$ cat config.mk
export PLATFORM = sky130hd
export DESIGN_NAME = radio_bitstream_encoder
export DESIGN_NICKNAME = d
export VERILOG_FILES = /design/src/design/radio_bitstream_encoder_pkg.sv /design/src/design/radio_bitstream_encoder.sv /design/src/design/stream_buffer2.sv /design/src/design/shape_scrambler.sv
export SDC_FILE = /design/constraint.sdc
export NUM_CORES = 1
export LEC_CHECK = 0
export ABC_AREA = 1
export BUFFER_PORTS_ARGS = -buffer_cell sky130_fd_sc_hd__buf_2
export CAP_MARGIN = 20
export CELL_PAD_IN_SITES_DETAIL_PLACEMENT = 0
export CELL_PAD_IN_SITES_GLOBAL_PLACEMENT = 1
export CORE_AREA = 2 2 113 126
export CTS_CLUSTER_DIAMETER = 50
export DETAILED_ROUTE_END_ITERATION = 10
export DIE_AREA = 0 0 115 128
export PLACE_DENSITY_LB_ADDON = 0.1
export SETUP_SLACK_MARGIN = 0.15
export SLEW_MARGIN = 5
export SYNTH_ARGS = -nofsm -noshare
export SYNTH_HDL_FRONTEND = slang
export SYNTH_SLANG_ARGS = --single-unit
$ cat constraint.sdc
create_clock -name clk_i -period 1.7 [get_ports clk_i]
set_input_delay 0.34 -clock clk_i [delete_from_list [all_inputs] [get_ports clk_i]]
set_output_delay 0.34 -clock clk_i [all_outputs]
set_load 0.05 [all_outputs]
$ cat src/design/radio_bitstream_encoder_pkg.sv
// Constants shared by the bit-stream encoder and its helper modules.
// Assumes a 32-bit classic Wishbone register bus with byte addresses.
package radio_bitstream_encoder_pkg;
   // Register byte offsets
   localparam logic [7:0] ADDR_CFG = 8'h00;
   localparam logic [7:0] ADDR_STAT = 8'h04;
   localparam logic [7:0] ADDR_TX_CNT = 8'h08;
   localparam logic [7:0] ADDR_RX_CNT = 8'h0C;
   // Configuration field positions
   localparam int CFG_INVERT = 0;
   localparam int CFG_DIFF = 1;
   localparam int CFG_MANCH = 2;
   localparam int CFG_SHAPE = 3;
   localparam int CFG_WIDTH = 4;
   localparam logic [3:0] CFG_RESET = 4'h0;
   // Status field positions
   localparam int STAT_TX_PEND = 0;
   localparam int STAT_RX_PEND = 1;
   localparam int STAT_MANCH_ERR = 2;
   localparam int STAT_TX_HALF = 3;
   localparam int STAT_RX_HALF = 4;
   // Counter width and reset value
   localparam int CNT_WIDTH = 16;
   localparam logic [15:0] CNT_RESET = 16'h0000;
   // Self-synchronising shaper: x^17 + x^12 + 1
   localparam int SHAPE_LEN = 17;
   localparam int SHAPE_TAP_A = 11;
   localparam int SHAPE_TAP_B = 16;
   localparam logic [16:0] SHAPE_SEED = 17'h1FFFF;
   // Two-entry buffer
   localparam int BUF_DEPTH = 2;
   // Manchester half-bit phase, one-hot
   typedef enum logic [1:0] {
      HALF_FIRST = 2'b01,
      HALF_SECOND = 2'b10
   } half_t;
endpackage

$ cat src/design/radio_bitstream_encoder.sv
// Bit-stream encoder between the framing unit and the modulator/demodulator.
// Assumes one clock, synchronous inputs and a classic Wishbone master.
//
// The placing of the registers and the Wishbone slave port were left to the implementer.
`timescale 1ns/1ps
`default_nettype none
module radio_bitstream_encoder (
   input wire logic clk_i,
   input wire logic rst_i,
   // Wishbone slave
   input wire logic cyc_i,
   input wire logic stb_i,
   input wire logic we_i,
   input wire logic [31:0] adr_i,
   input wire logic [3:0] sel_i,
   input wire logic [31:0] dat_i,
   output logic [31:0] dat_o,
   output logic ack_o,
   // Transmit data from framing unit
   input wire logic tx_bit_i,
   input wire logic tx_valid_i,
   output logic tx_ready_o,
   // Transmit symbols to modulator
   output logic tx_sym_o,
   output logic tx_sym_valid_o,
   input wire logic tx_sym_ready_i,
   // Receive symbols from demodulator
   input wire logic rx_sym_i,
   input wire logic rx_sym_valid_i,
   output logic rx_sym_ready_o,
   // Receive data to framing unit
   output logic rx_bit_o,
   output logic rx_valid_o,
   input wire logic rx_ready_i
);
   logic [radio_bitstream_encoder_pkg::CFG_WIDTH-1:0] cfg_r;
   logic ack_r;
   logic [31:0] rdata_r;
   logic manch_err_r;
   logic [radio_bitstream_encoder_pkg::CNT_WIDTH-1:0] tx_cnt_r;
   logic [radio_bitstream_encoder_pkg::CNT_WIDTH-1:0] rx_cnt_r;

   wire cfg_inv = cfg_r[radio_bitstream_encoder_pkg::CFG_INVERT];
   wire cfg_diff = cfg_r[radio_bitstream_encoder_pkg::CFG_DIFF];
   wire cfg_manch = cfg_r[radio_bitstream_encoder_pkg::CFG_MANCH];
   wire cfg_shape = cfg_r[radio_bitstream_encoder_pkg::CFG_SHAPE];

   // ---------------- Register bus ----------------
   wire bus_req = cyc_i && stb_i && !ack_r;
   wire [7:0] reg_adr = {adr_i[7:2], 2'b00};
   wire hit_cfg = (reg_adr == radio_bitstream_encoder_pkg::ADDR_CFG);
   wire hit_stat = (reg_adr == radio_bitstream_encoder_pkg::ADDR_STAT);
   wire hit_tx_cnt = (reg_adr == radio_bitstream_encoder_pkg::ADDR_TX_CNT);
   wire hit_rx_cnt = (reg_adr == radio_bitstream_encoder_pkg::ADDR_RX_CNT);
   wire in_window = (adr_i[31:8] == 24'h000000);
   wire wr_cfg = bus_req && we_i && sel_i[0] && in_window && hit_cfg;
   wire wr_stat = bus_req && we_i && sel_i[0] && in_window && hit_stat;
   wire clr_manch_err = wr_stat && dat_i[radio_bitstream_encoder_pkg::STAT_MANCH_ERR];

   logic tx_buf_valid;
   logic rx_buf_valid;
   radio_bitstream_encoder_pkg::half_t tx_half_r;
   radio_bitstream_encoder_pkg::half_t rx_half_r;

   wire [31:0] stat_word = {27'h0000000,
                            (rx_half_r == radio_bitstream_encoder_pkg::HALF_SECOND),
                            (tx_half_r == radio_bitstream_encoder_pkg::HALF_SECOND),
                            manch_err_r, rx_buf_valid, tx_buf_valid};
   wire [31:0] rd_mux = !in_window ? 32'h00000000 :
                        hit_cfg ? {28'h0000000, cfg_r} :
                        hit_stat ? stat_word :
                        hit_tx_cnt ? {16'h0000, tx_cnt_r} :
                        hit_rx_cnt ? {16'h0000, rx_cnt_r} : 32'h00000000;

   // Ack comes one cycle after the request and blocks an immediate repeat
   assign ack_o = ack_r;
   assign dat_o = rdata_r;

   always_ff @(posedge clk_i) begin
      if (rst_i) begin
         ack_r <= 1'b0;
         rdata_r <= 32'h00000000;
      end else begin
         ack_r <= bus_req;
         rdata_r <= bus_req ? rd_mux : 32'h00000000;
      end
   end

   // One register sets the transforms of both paths
   always_ff @(posedge clk_i) begin
      if (rst_i) begin
         cfg_r <= radio_bitstream_encoder_pkg::CFG_RESET;
      end else if (wr_cfg) begin
         cfg_r <= dat_i[radio_bitstream_encoder_pkg::CFG_WIDTH-1:0];
      end
   end

   // ---------------- Transmit path ----------------
   // Order: shape, differential, invert, Manchester
   logic tx_buf_ready;
   logic tx_diff_r;
   logic tx_scr_bit;
   radio_bitstream_encoder_pkg::half_t tx_half_nxt;
   wire tx_half2 = (tx_half_r == radio_bitstream_encoder_pkg::HALF_SECOND);
   // Data bit taken only when its last symbol enters the buffer
   wire tx_take_ok = !cfg_manch || tx_half2;
   assign tx_ready_o = tx_buf_ready && tx_take_ok;
   wire tx_push = tx_valid_i && tx_buf_ready;
   wire tx_fire = tx_push && tx_take_ok;

   shape_scrambler #(
      .DESCRAMBLE(1'b0)
   ) u_tx_shape (
      .clk_i(clk_i),
      .rst_i(rst_i),
      .data_i(tx_bit_i),
      .step_i(tx_fire && cfg_shape),
      .data_o(tx_scr_bit)
   );

   wire tx_s1 = cfg_shape ? tx_scr_bit : tx_bit_i;
   wire tx_s2 = cfg_diff ? (tx_diff_r ^ tx_s1) : tx_s1;
   wire tx_s3 = tx_s2 ^ cfg_inv;
   // First half carries the bit, second its complement
   wire tx_sym = (cfg_manch && tx_half2) ? ~tx_s3 : tx_s3;

   // With Manchester on, phase advances on every symbol that enters the buffer
   always_comb begin
      tx_half_nxt = tx_half_r;
      if (!cfg_manch) begin
         tx_half_nxt = radio_bitstream_encoder_pkg::HALF_FIRST;
      end else if (tx_push) begin
         case (tx_half_r)
            radio_bitstream_encoder_pkg::HALF_FIRST: begin
               tx_half_nxt = radio_bitstream_encoder_pkg::HALF_SECOND;
            end
            radio_bitstream_encoder_pkg::HALF_SECOND: begin
               tx_half_nxt = radio_bitstream_encoder_pkg::HALF_FIRST;
            end
            default: begin
               tx_half_nxt = radio_bitstream_encoder_pkg::HALF_FIRST;
            end
         endcase
      end
   end

   always_ff @(posedge clk_i) begin
      if (rst_i) begin
         tx_half_r <= radio_bitstream_encoder_pkg::HALF_FIRST;
      end else begin
         tx_half_r <= tx_half_nxt;
      end
   end

   // Last line level before inversion
   always_ff @(posedge clk_i) begin
      if (rst_i) begin
         tx_diff_r <= 1'b0;
      end else if (tx_fire && cfg_diff) begin
         tx_diff_r <= tx_s2;
      end
   end

   stream_buffer2 u_tx_buf (
      .clk_i(clk_i),
      .rst_i(rst_i),
      .in_data_i(tx_sym),
      .in_valid_i(tx_valid_i),
      .in_ready_o(tx_buf_ready),
      .out_data_o(tx_sym_o),
      .out_valid_o(tx_buf_valid),
      .out_ready_i(tx_sym_ready_i)
   );
   assign tx_sym_valid_o = tx_buf_valid;

   // ---------------- Receive path ----------------
   // Order: Manchester, invert, differential, shape
   logic rx_buf_ready;
   logic rx_first_r;
   logic rx_diff_r;
   logic rx_descr_bit;
   radio_bitstream_encoder_pkg::half_t rx_half_nxt;
   wire rx_half2 = (rx_half_r == radio_bitstream_encoder_pkg::HALF_SECOND);
   // First half is only stored, so it needs no room downstream
   wire rx_store = cfg_manch && !rx_half2;
   assign rx_sym_ready_o = rx_store || rx_buf_ready;
   wire rx_take = rx_sym_valid_i && rx_sym_ready_o;
   wire rx_fire = rx_take && !rx_store;
   wire rx_manch_bad = cfg_manch && rx_fire && (rx_first_r == rx_sym_i);

   wire rx_d1 = cfg_manch ? rx_first_r : rx_sym_i;
   wire rx_d2 = rx_d1 ^ cfg_inv;
   // Level change decoding is blind to polarity
   wire rx_d3 = cfg_diff ? (rx_d2 ^ rx_diff_r) : rx_d2;

   shape_scrambler #(
      .DESCRAMBLE(1'b1)
   ) u_rx_shape (
      .clk_i(clk_i),
      .rst_i(rst_i),
      .data_i(rx_d3),
      .step_i(rx_fire && cfg_shape),
      .data_o(rx_descr_bit)
   );

   wire rx_d4 = cfg_shape ? rx_descr_bit : rx_d3;

   // Pair alignment restarts at reset or when Manchester is switched on
   always_comb begin
      rx_half_nxt = rx_half_r;
      if (!cfg_manch) begin
         rx_half_nxt = radio_bitstream_encoder_pkg::HALF_FIRST;
      end else if (rx_take) begin
         case (rx_half_r)
            radio_bitstream_encoder_pkg::HALF_FIRST: begin
               rx_half_nxt = radio_bitstream_encoder_pkg::HALF_SECOND;
            end
            radio_bitstream_encoder_pkg::HALF_SECOND: begin
               rx_half_nxt = radio_bitstream_encoder_pkg::HALF_FIRST;
            end
            default: begin
               rx_half_nxt = radio_bitstream_encoder_pkg::HALF_FIRST;
            end
         endcase
      end
   end

   always_ff @(posedge clk_i) begin
      if (rst_i) begin
         rx_half_r <= radio_bitstream_encoder_pkg::HALF_FIRST;
      end else begin
         rx_half_r <= rx_half_nxt;
      end
   end

   // First half waits here for its partner
   always_ff @(posedge clk_i) begin
      if (rst_i) begin
         rx_first_r <= 1'b0;
      end else if (rx_take && rx_store) begin
         rx_first_r <= rx_sym_i;
      end
   end

   // Previous line level after inversion
   always_ff @(posedge clk_i) begin
      if (rst_i) begin
         rx_diff_r <= 1'b0;
      end else if (rx_fire && cfg_diff) begin
         rx_diff_r <= rx_d2;
      end
   end

   stream_buffer2 u_rx_buf (
      .clk_i(clk_i),
      .rst_i(rst_i),
      .in_data_i(rx_d4),
      .in_valid_i(rx_sym_valid_i && !rx_store),
      .in_ready_o(rx_buf_ready),
      .out_data_o(rx_bit_o),
      .out_valid_o(rx_buf_valid),
      .out_ready_i(rx_ready_i)
   );
   assign rx_valid_o = rx_buf_valid;

   // ---------------- Status and counters ----------------
   // A violation in the clearing cycle stays set
   always_ff @(posedge clk_i) begin
      if (rst_i) begin
         manch_err_r <= 1'b0;
      end else begin
         manch_err_r <= rx_manch_bad || (manch_err_r && !clr_manch_err);
      end
   end

   // Counters wrap at their width
   always_ff @(posedge clk_i) begin
      if (rst_i) begin
         tx_cnt_r <= radio_bitstream_encoder_pkg::CNT_RESET;
      end else if (tx_fire) begin
         tx_cnt_r <= tx_cnt_r + 16'h0001;
      end
   end

   always_ff @(posedge clk_i) begin
      if (rst_i) begin
         rx_cnt_r <= radio_bitstream_encoder_pkg::CNT_RESET;
      end else if (rx_fire) begin
         rx_cnt_r <= rx_cnt_r + 16'h0001;
      end
   end
endmodule
`default_nettype wire

$ cat src/design/stream_buffer2.sv
// Two-entry buffer with valid/ready on both sides.
// Assumes a single clock and a synchronous active-high reset.
`timescale 1ns/1ps
`default_nettype none
module stream_buffer2 (
   input wire logic clk_i,
   input wire logic rst_i,
   input wire logic in_data_i,
   input wire logic in_valid_i,
   output logic in_ready_o,
   output logic out_data_o,
   output logic out_valid_o,
   input wire logic out_ready_i
);
   logic [1:0] mem_r;
   logic wr_ptr_r;
   logic rd_ptr_r;
   logic [1:0] count_r;
   logic push;
   logic pop;
   logic [1:0] count_nxt;

   assign in_ready_o = (count_r != 2'(radio_bitstream_encoder_pkg::BUF_DEPTH));
   assign out_valid_o = (count_r != 2'h0);
   assign out_data_o = mem_r[rd_ptr_r];
   assign push = in_valid_i && in_ready_o;
   assign pop = out_valid_o && out_ready_i;
   assign count_nxt = count_r + {1'b0, push} - {1'b0, pop};

   always_ff @(posedge clk_i) begin
      if (rst_i) begin
         mem_r <= 2'h0;
         wr_ptr_r <= 1'b0;
         rd_ptr_r <= 1'b0;
         count_r <= 2'h0;
      end else begin
         if (push) begin
            mem_r[wr_ptr_r] <= in_data_i;
            wr_ptr_r <= ~wr_ptr_r;
         end
         if (pop) begin
            rd_ptr_r <= ~rd_ptr_r;
         end
         count_r <= count_nxt;
      end
   end
endmodule
`default_nettype wire

$ cat src/design/shape_scrambler.sv
// Self-synchronising scrambler or descrambler, x^17 + x^12 + 1.
// Assumes step_i pulses once per data bit consumed.
`timescale 1ns/1ps
`default_nettype none
module shape_scrambler #(
   parameter bit DESCRAMBLE = 1'b0
) (
   input wire logic clk_i,
   input wire logic rst_i,
   input wire logic data_i,
   input wire logic step_i,
   output logic data_o
);
   logic [radio_bitstream_encoder_pkg::SHAPE_LEN-1:0] sr_r;
   logic fb;
   logic shift_bit;

   assign fb = sr_r[radio_bitstream_encoder_pkg::SHAPE_TAP_A]
             ^ sr_r[radio_bitstream_encoder_pkg::SHAPE_TAP_B];
   assign data_o = data_i ^ fb;
   // Descrambler shifts the line bit so it relocks after any sr_r error
   assign shift_bit = DESCRAMBLE ? data_i : data_o;

   always_ff @(posedge clk_i) begin
      if (rst_i) begin
         sr_r <= radio_bitstream_encoder_pkg::SHAPE_SEED;
      end else if (step_i) begin
         sr_r <= {sr_r[radio_bitstream_encoder_pkg::SHAPE_LEN-2:0], shift_bit};
      end
   end
endmodule
`default_nettype wire

* Yosys cells after proc, flatten, opt, wreduce, memory -nomap -nowiden
Cells that the tools add are included.
** Operators by class
- Reduce and logical (&&, ||, !) cells :: 46
- Muxes and demuxes :: 22
- Eq/ne operators :: 10
- Bitwise logic cells :: 16
- $add $sub $neg :: 6
- $lt $le $gt $ge :: 6
** Operator list (number)
- adder 16 x 1 -> 16 bit, second input constant :: 2
- 2-to-1 mux 16 bit :: 2
- logical AND 1 bit :: 29
- zero test 24 bit :: 1
- == test 6 x 2 -> 1 bit, second input constant :: 2
- 2-to-1 mux 1 bit :: 12
- zero test 8 bit :: 1
- less-than comparator 1 x 2 -> 1 bit, second input constant :: 4
- NOT 1 bit :: 8
- bitwise XOR 1 bit :: 8
- == test 6 x 1 -> 1 bit, second input constant :: 1
- OR reduction 6 bit :: 1
- zero test 1 bit :: 5
- 2-to-1 mux 5 bit :: 1
- OR reduction 5 bit :: 1
- adder 2 x 1 -> 2 bit :: 2
- bitwise mux 2 bit :: 2
- == test 2 x 1 -> 1 bit, second input constant :: 2
- == test 2 bit, second input constant :: 2
- 2-to-1 mux 2 bit :: 2
- 2-to-1 mux 4 bit :: 1
- != test 2 bit, second input constant :: 2
- nonzero test 2 bit :: 2
- OR reduction 4 bit :: 1
- other kinds (7) :: 12
** Word-level totals
- Logic and storage cells :: 130
- Output and inout port bits :: 39
- Input port bits :: 79
- Register bits after elaboration :: 123

* Logic depth before layout (Yosys ltp)
Gate-level depths: netlist (run 1).
- Depth after elaboration :: 10
- Mapped depth :: 12

* Modules after synthesis
Synthesis (run 1) repeated with hierarchy kept, for this count alone.
** Second synthesis, totals
- Cell total of the unflattened synthesis :: 738
- Area, all modules :: 5280.1 um2
** By module, submodules not included
- radio_bitstream_encoder :: times used 1, cells each 487, area each 3313.2 um2
- shape_scrambler at u_tx_shape :: times used 1, cells each 80, area each 718.2 um2
- shape_scrambler at u_rx_shape :: times used 1, cells each 81, area each 628.1 um2
- stream_buffer2 at u_tx_buf :: times used 1, cells each 45, area each 312.8 um2
- stream_buffer2 at u_rx_buf :: times used 1, cells each 45, area each 307.8 um2

* Worst setup path before layout (run 1)
No wires, ideal clock.
- Path kind :: reg-to-reg
- Start point :: register u_rx_buf.count_r[1]
- End point :: register u_rx_buf.count_r[1]
- Arrival :: 1738 ps
- Buffers on the path :: 0
- Period minus slack after synthesis :: 1808 ps
- Setup time :: 70 ps
- Path slack :: -108 ps
- Cell stages (with the launch flop) :: 11
- Required time :: 1630 ps
- Cells stage by stage :: dfxtp_1 -> nor2_1 -> inv_1 -> nand2_1 -> inv_1 -> ha_1 -> inv_1 -> ha_1 -> xor2_1 -> o21ai_0 -> a21oi_1
** RTL lines
- from (decl) :: line stream_buffer2.sv:18 : logic [1:0] count_r;
- from (signal assigned) :: line stream_buffer2.sv:44 : count_r <= count_nxt;
- nonzero test 2 bit :: line stream_buffer2.sv:24 : assign out_valid_o = (count_r != 2'h0);
- net rx_valid_o :: line radio_bitstream_encoder.sv:33 : output logic rx_valid_o,
- logical AND 1 bit :: line stream_buffer2.sv:27 : assign pop = out_valid_o && out_ready_i;
- net u_rx_buf.pop :: line stream_buffer2.sv:20 : logic pop;
- subtractor 2 x 1 -> 2 bit :: line stream_buffer2.sv:28 : assign count_nxt = count_r + {1'b0, push} - {1'b0, pop};
The timed path passes the listed nets, and every way through them passes these cells.
A chain may end at the register's enable or synchronous reset.

* Final worst setup path (run 1)
- Start point :: register cfg_r[2] in the netlist's numbering
- End point :: output tx_ready_o
** On the way
- Cells in the longest elaborated chain, start to end :: 3
** Ends and longest elaborated chain
- from (decl) :: line radio_bitstream_encoder.sv:36 : logic [radio_bitstream_encoder_pkg::CFG_WIDTH-1:0] cfg_r;
- from (signal assigned) :: line radio_bitstream_encoder.sv:92 : cfg_r <= radio_bitstream_encoder_pkg::CFG_RESET;
- from (signal assigned) :: line radio_bitstream_encoder.sv:94 : cfg_r <= dat_i[radio_bitstream_encoder_pkg::CFG_WIDTH-1:0];
- zero test 1 bit
- logical OR 1 bit :: line radio_bitstream_encoder.sv:106 : wire tx_take_ok = !cfg_manch || tx_half2;
- logical AND 1 bit :: line radio_bitstream_encoder.sv:107 : assign tx_ready_o = tx_buf_ready && tx_take_ok;
- to (decl) :: line radio_bitstream_encoder.sv:22 : output logic tx_ready_o,
No other way between the ends.

==> results of run 1 <==
-- metal layers --
| layer | GRT usage, % | vias up |
|---|---|---|
| met3 | 3.310 | 11 |
| met2 | 29.97 | 72 |
| met1 | 19.68 | 2062 |
| met5 | 0 | - |
| li1 | - | 2361 |
| met4 | 5.882 | 0 |
-- kinds of logic after synthesis --
| kind of cell | after synthesis | synth area share (%) |
|---|---|---|
| other | 1 | 0.07476 |
| adder cells (fa/ha/maj) | 6 | 1.497 |
| XOR/XNOR | 11 | 2.071 |
| AO/OA/AOI/OAI | 106 | 12.72 |
| flip-flops | 107 | 42.70 |
| buffers and inverters | 110 | 10.33 |
| AND/OR/NAND/NOR | 342 | 30.61 |
-- synth_stat cells --
library cell / count
nor3_1: 18
o22ai_1: 5
inv_2: 3
o21ai_1: 3
and2_1: 1
o211ai_1: 3
o21ai_2: 1
nor2_4: 4
nand3b_1: 2
nor2_2: 4
o21ai_4: 1
inv_1: 68
nor2_8: 2
buf_2: 5
dfxtp_1: 107
clkbuf_1: 9
buf_4: 21
a22oi_1: 11
o211ai_2: 2
xor2_1: 7
o211a_1: 2
nor3_4: 1
nand3_1: 50
nor3_2: 2
nand2_1: 153
nand3_2: 1
nor3b_1: 2
or2_2: 1
inv_4: 2
o21a_1: 5
nand2_2: 5
a21oi_2: 3
xnor2_1: 3
nand2_4: 1
o21ai_0: 34
nor2_1: 86
nor4_1: 1
xor2_2: 1
ha_1: 6
buf_6: 2
a21oi_1: 34
conb_1: 1
a31oi_1: 2
nand4_1: 8
-- state kept, by name (all words and copies together) (netlist names), 4 cells and up --
signal	flops
u_rx_shape.sr_r	17
u_tx_shape.sr_r	17
dat_o	16
rx_cnt_r	16
tx_cnt_r	16
cfg_r	4
-- critical path, cell delays in order, from the launching register on --
cell and delay, ns:
dfxtp_4 0.41, inv_2 0.07, a21oi_4 0.16, a21oi_2 0.05, buf_4 0.19
-- per-stage QoR --
stage          total power (W)  cells  cell area [µm²]  worst slack, ns
3_3_place_gp          0.003780    913             5557          0.04068
6_report              0.006469    942             6181           0.1348
3_5_place_dp          0.003802    913             5557          0.03707
5_1_grt               0.006781    942             6181          0.07708
2_1_floorplan         0.003533    698             5087          0.02803
4_1_cts               0.006374    937             6030          0.08560
-- area by class of cell --
type / instances / area share, %
multi-input combinational: 481 / 41.07
sequential: 107 / 34.90
timing repair buffer: 101 / 10.59
inverter: 73 / 4.595
clock buffer: 10 / 3.704
tap: 164 / 3.320
clock inverter: 6 / 1.822
-- worst paths after layout --
check	from	endpoint	slack, ns	cells after the start
setup / recovery	cfg_r[2]	tx_ready_o	0.13	4
hold / removal	rst_i	ack_o	0.23	2
setup reg to reg	u_tx_buf.count_r[1]	u_tx_buf.count_r[1]	0.17	10
hold reg to reg	u_rx_shape.sr_r[5]	u_rx_shape.sr_r[5]	0.46	2
-- repair_timing --
item | 4_1_cts | 5_1_grt
endpoints found under the hold margin | 0 | 0
setup endpoints to repair | 36 | 43
buffers inserted | 8 | 5
resized for setup | 18 | 32
pin swaps | 11 | 10
-- power groups by stage --
stage / clock, W / combinational (W) / sequential [W]
6_report: 0.00240 / 0.00137 / 0.00270
5_1_grt: 0.00257 / 0.00150 / 0.00271
4_1_cts: 0.00247 / 0.00122 / 0.00269
3_5_place_dp: 0 / 0.00107 / 0.00274
3_3_place_gp: 0 / 0.00105 / 0.00273
2_1_floorplan: 0 / 0.000798 / 0.00274
==> run summary, run 1 <==
Status: finished, final reports clean
Pleak: 2.741 nW
Final setup fails: 0
Met2 wire len: 5907 µm
Initial Util: 37.12%
Top sig layer: met4
Synth top area share: 42.70%
Sequential Power Share: 41.7%
H-tree depth: 3
Post-synthesis sequential area ratio: 42.70%
Number of remaining DRC errors: 0
Crit path DAT: 1.23 ns
Crit Path Max Fanout: 7
CP required: 1.36 ns
Fin Setup TNS: 0 ns
Total vias in the final route: 4,506
Footprint of the multi-input gates: 0.002539 mm²
Initial antenna violation count: 0
Crit Path Category: reg -> out
Post-CTS Hold Fix Bufs: 0
Tcrit/Tclk final: 92.07%
RSZ-0062 raised after global routing: true
Share of layout cells above drive strength 1: 23.91%
Crit path time final: 1.565 ns
Die area: 0.01472 mm²
Worst ir drop on vdd: 0.7609 mV
Mapped cell area: 0.005016 mm²
Clk sinks: 107
Hold Path Class: in -> reg
Total GRT Usage: 16.71%
Fin nets: 858
Most common cell after layout, fill and taps aside: nand2_1
RePlAce Congestion: 0.8088
Final Slew Violations: 0
Hold Vio Cnt, Final: 0
Die W: 115 µm
Port bufs: 68
Global-route wire length before repair: 19,690 µm
Max Cap Viol: 0
Area added between synthesis and finish: 23.22%
Power Dens Cells: 1047 mW/mm²
Synth Instances: 683
#FFs+latches synth: 107
Distinct cells, synth: 44
Nature of the critical path endpoint: primary output
DR vias/cell: 4.783
Pint: 0.004594 W
DR pass1 iterations: 5
WL met1: 5276 µm
Clock power frac: 37.2%
Drt wl/cell: 12.45 µm
Final core utilization: 45.74%
DP Wirelength: 8293 µm
Syn. warnings: 0
Worst skew pair latency: 0.35 ns
Die height: 128 µm
Combinational Power Share: 21.1%
Worst-case clock buffer depth: 2
Final WL: 11,730 µm
Root buf cell: clkbuf_16
Gr ovfl total: 0
Fillers: 1,374
Net Sw Power: 0.001875 W
Antenna cell count: 0
Startpoint class of the critical path: register
Initial DRC count: 237
Core area: 0.01351 mm²
Largest net degree at the start of global routing: 67
Vias in the first global route: 4,279
Fmax: 638.9 MHz
Switching fraction of total power: 28.99%
Storage cell area: 0.002157 mm²
Row cnt: 45
Most frequent cells in the layout: 147 x nand2_1, 99 x dfxtp_1, 84 x nor2_1, 66 x buf_2, 59 x inv_1
Final ANT Viol Nets: 0
Metal3 WL: 366 µm
Clock transition at path regs: 0.07 ns
IO Count: 118
Mapped Avg Cell Area: 7.344 µm²
Hold Slack: 0.2343 ns
Largest area contributor in the netlist: dfxtp_1
CTS tree: built
Setup Skew: 0.007402 ns
Synth top area cells: dfxtp_1 43%, nand2_1 11%, nor2_1 6.4%
CTS Buf Count: 9
Power figures use the tool's default switching activity.
==> run 2, diff against run 1 <==
clock period = 1.5 ns   (was 1.7 ns; I/O delays follow)
==> run 2 against run 1 <==
The flow now finishes with violations (setup timing). Flip-flop and latch count unchanged. Final area up 19%. Global-route usage up 1.8 points. Setup slack worse by 0.18 ns. Die area unchanged. Cell count up 6.1%. Sequential power up 14%. Hold slack worse by 0.042 ns. Non-clock buffer count up 56. Critical endpoint is now u_rx_buf.count_r[1]. Largest cell class unchanged. Wire length up 14%. Combinational power up 72%.
==> run summary, run 2 (synthesis results as in run 1) <==
Pint: 0.005420 W
Worst setup path startpoint: u_rx_buf.count_r[1]
Layout Cells excl Fill: 999
Final Slew Violations: 0
Clock power frac: 31.6%
Post-placement cell count: 934
Post-CTS Hold Fix Bufs: 0
Tcrit/Tclk final: 102.7%
Fmax: 649.2 MHz
H-tree depth: 3
Final WL: 13,320 µm
Clock transition at path regs: 0.08 ns
RSZ-0062 raised after global routing: true
Fin nets: 915
Final ANT Viol Nets: 0
RePlAce Congestion: 0.7655
Initial antenna violation count: 0
Failing checks: setup timing
Hold Vio Cnt, Final: 0
Crit Path Max Fanout: 2
Die area: 0.01472 mm²
Core area: 0.01351 mm²
Initial Util: 37.12%
R2R Setup Slk: -0.04 ns
DP Wirelength: 8667 µm
Top Registers: u_rx_shape.sr_r (17), u_tx_shape.sr_r (17)
Antenna cell count: 0
CTS tree: built
Net Sw Power: 0.002521 W
Die W: 115 µm
Sequential Power Share: 38.9%
Post-place setup slack: -0.1010 ns
Hold Crit Start: dat_i[0]
Overall power: 0.007941 W
Share of layout cells above drive strength 1: 43.71%
Crit Path Category: reg -> reg
Row cnt: 45
Largest net degree at the start of global routing: 67
Final core utilization: 54.51%
Final setup fails: 8
Combinational Power Share: 29.6%
Pleak: 3.188 nW
Switching fraction of total power: 31.75%
Worst hold stages: 3
Clk sinks: 107
Crit path DAT: 1.78 ns
Worst R2R Start: u_rx_buf.count_r[1]
Hold Path Class: in -> reg
Total GRT Usage: 18.50%
Status: finished with violations
Initial DRC count: 226
Port bufs: 68
Power Dens Cells: 1078 mW/mm²
Most common cell after layout, fill and taps aside: nand2_1
Area added between synthesis and finish: 46.84%
Nature of the critical path endpoint: register
IO Count: 118
CP required: 1.74 ns
Worst skew pair latency: 0.36 ns
Most frequent cells in the layout: 98 x nand2_1, 86 x dfxtp_1, 73 x nor2_1, 62 x buf_2, 50 x inv_1
Worst ir drop on vdd: 1.007 mV
Setup Skew: 0.006238 ns
PnR worst setup slack: -0.04032 ns
DR pass1 iterations: 4
Gr ovfl total: 0
Worst-case clock buffer depth: 2
Vias in the first global route: 4,742
Crit path time final: 1.540 ns
Number of cells on the worst reg-to-reg path: 10
Startpoint class of the critical path: register
Root buf cell: clkbuf_16
Total vias in the final route: 4,810
Die height: 128 µm
CTS Buf Count: 9
Number of remaining DRC errors: 0
Max Cap Viol: 0
Global-route wire length before repair: 21,690 µm
Drt wl/cell: 13.33 µm
DR vias/cell: 4.815
## run 2: changes by cell type in the layout (fill, tap and decap cells not counted), moves of 10 or more
| cell | before | now |
|---|---|---|
| nand2_2 | 10 | 46 |
| buf_4 | 28 | 49 |
| nor2_1 | 84 | 73 |
| nand2_4 | 2 | 13 |
| dfxtp_1 | 99 | 86 |
| nand3_1 | 49 | 30 |
| dfxtp_2 | 6 | 16 |
| nand3_2 | 2 | 18 |
| nand2_1 | 147 | 98 |
| buf_6 | 3 | 32 |
## run 2: layer usage
layer  track usage (%)  part of all wire (%)  vias to the layer above
met5                 0                     0                        -
met4             8.079                   2.0                        0
met3             2.600                   2.3                       16
met2             32.73                    52                       64
met1             22.18                    44                     2254
li1                  -                     -                     2476
## run 2: worst paths after layout
path / end
hold reg to reg: u_tx_buf.rd_ptr_r
setup reg to reg: u_rx_buf.count_r[1]
hold / removal: cfg_r[0]
setup / recovery: u_rx_buf.count_r[1]
## run 2: power by group through the flow
stage | logic [W] | registers [W] | clock network, W
floorplan | 0.000988 | 0.00312 | 0
global placement | 0.00137 | 0.00312 | 0
detailed placement | 0.00140 | 0.00313 | 0
CTS | 0.00198 | 0.00307 | 0.00259
global route | 0.00253 | 0.00310 | 0.00270
finish | 0.00235 | 0.00309 | 0.00251
## run 2: timing repair
| action | in CTS | in global routing |
|---|---|---|
| gates resized for setup | 131 | 118 |
| setup buffers | 28 | 19 |
| setup endpoints to repair | 76 | 95 |
| gates cloned | 2 | 0 |
| pin swaps | 36 | 41 |
## run 2: worst max-delay path, stage by stage (launching register included)
cell and delay, ns:
dfxtp_2 0.34, nor2_4 0.13, inv_4 0.05, nand2_4 0.07, inv_4 0.04, ha_4 0.25, inv_2 0.04, ha_4 0.15
xor2_2 0.15, o21ai_1 0.15, a21oi_1 0.06
## run 2: final cells by class
type	count	area, µm²
Fill cell	1296	6147
Multi-Input combinational cell	481	3057
Sequential cell	107	2181
Timing Repair Buffer	157	1291
Inverter	73	314.1
Clock buffer	9	225.2
Tap cell	164	205.2
Clock inverter	7	81.33
Timing Repair inverter	1	11.26
## run 2: through the flow
stage          setup TNS (ns)  hold slack [ns]  area [µm²]
6_report              -0.1393           0.1926        7366
5_1_grt                -2.641           0.2025        7366
4_1_cts               -0.1941           0.1471        6802
3_5_place_dp           -1.204           0.4427        5793
3_3_place_gp          -0.3837           0.4380        5793
2_1_floorplan        -0.07024           0.3765        5154
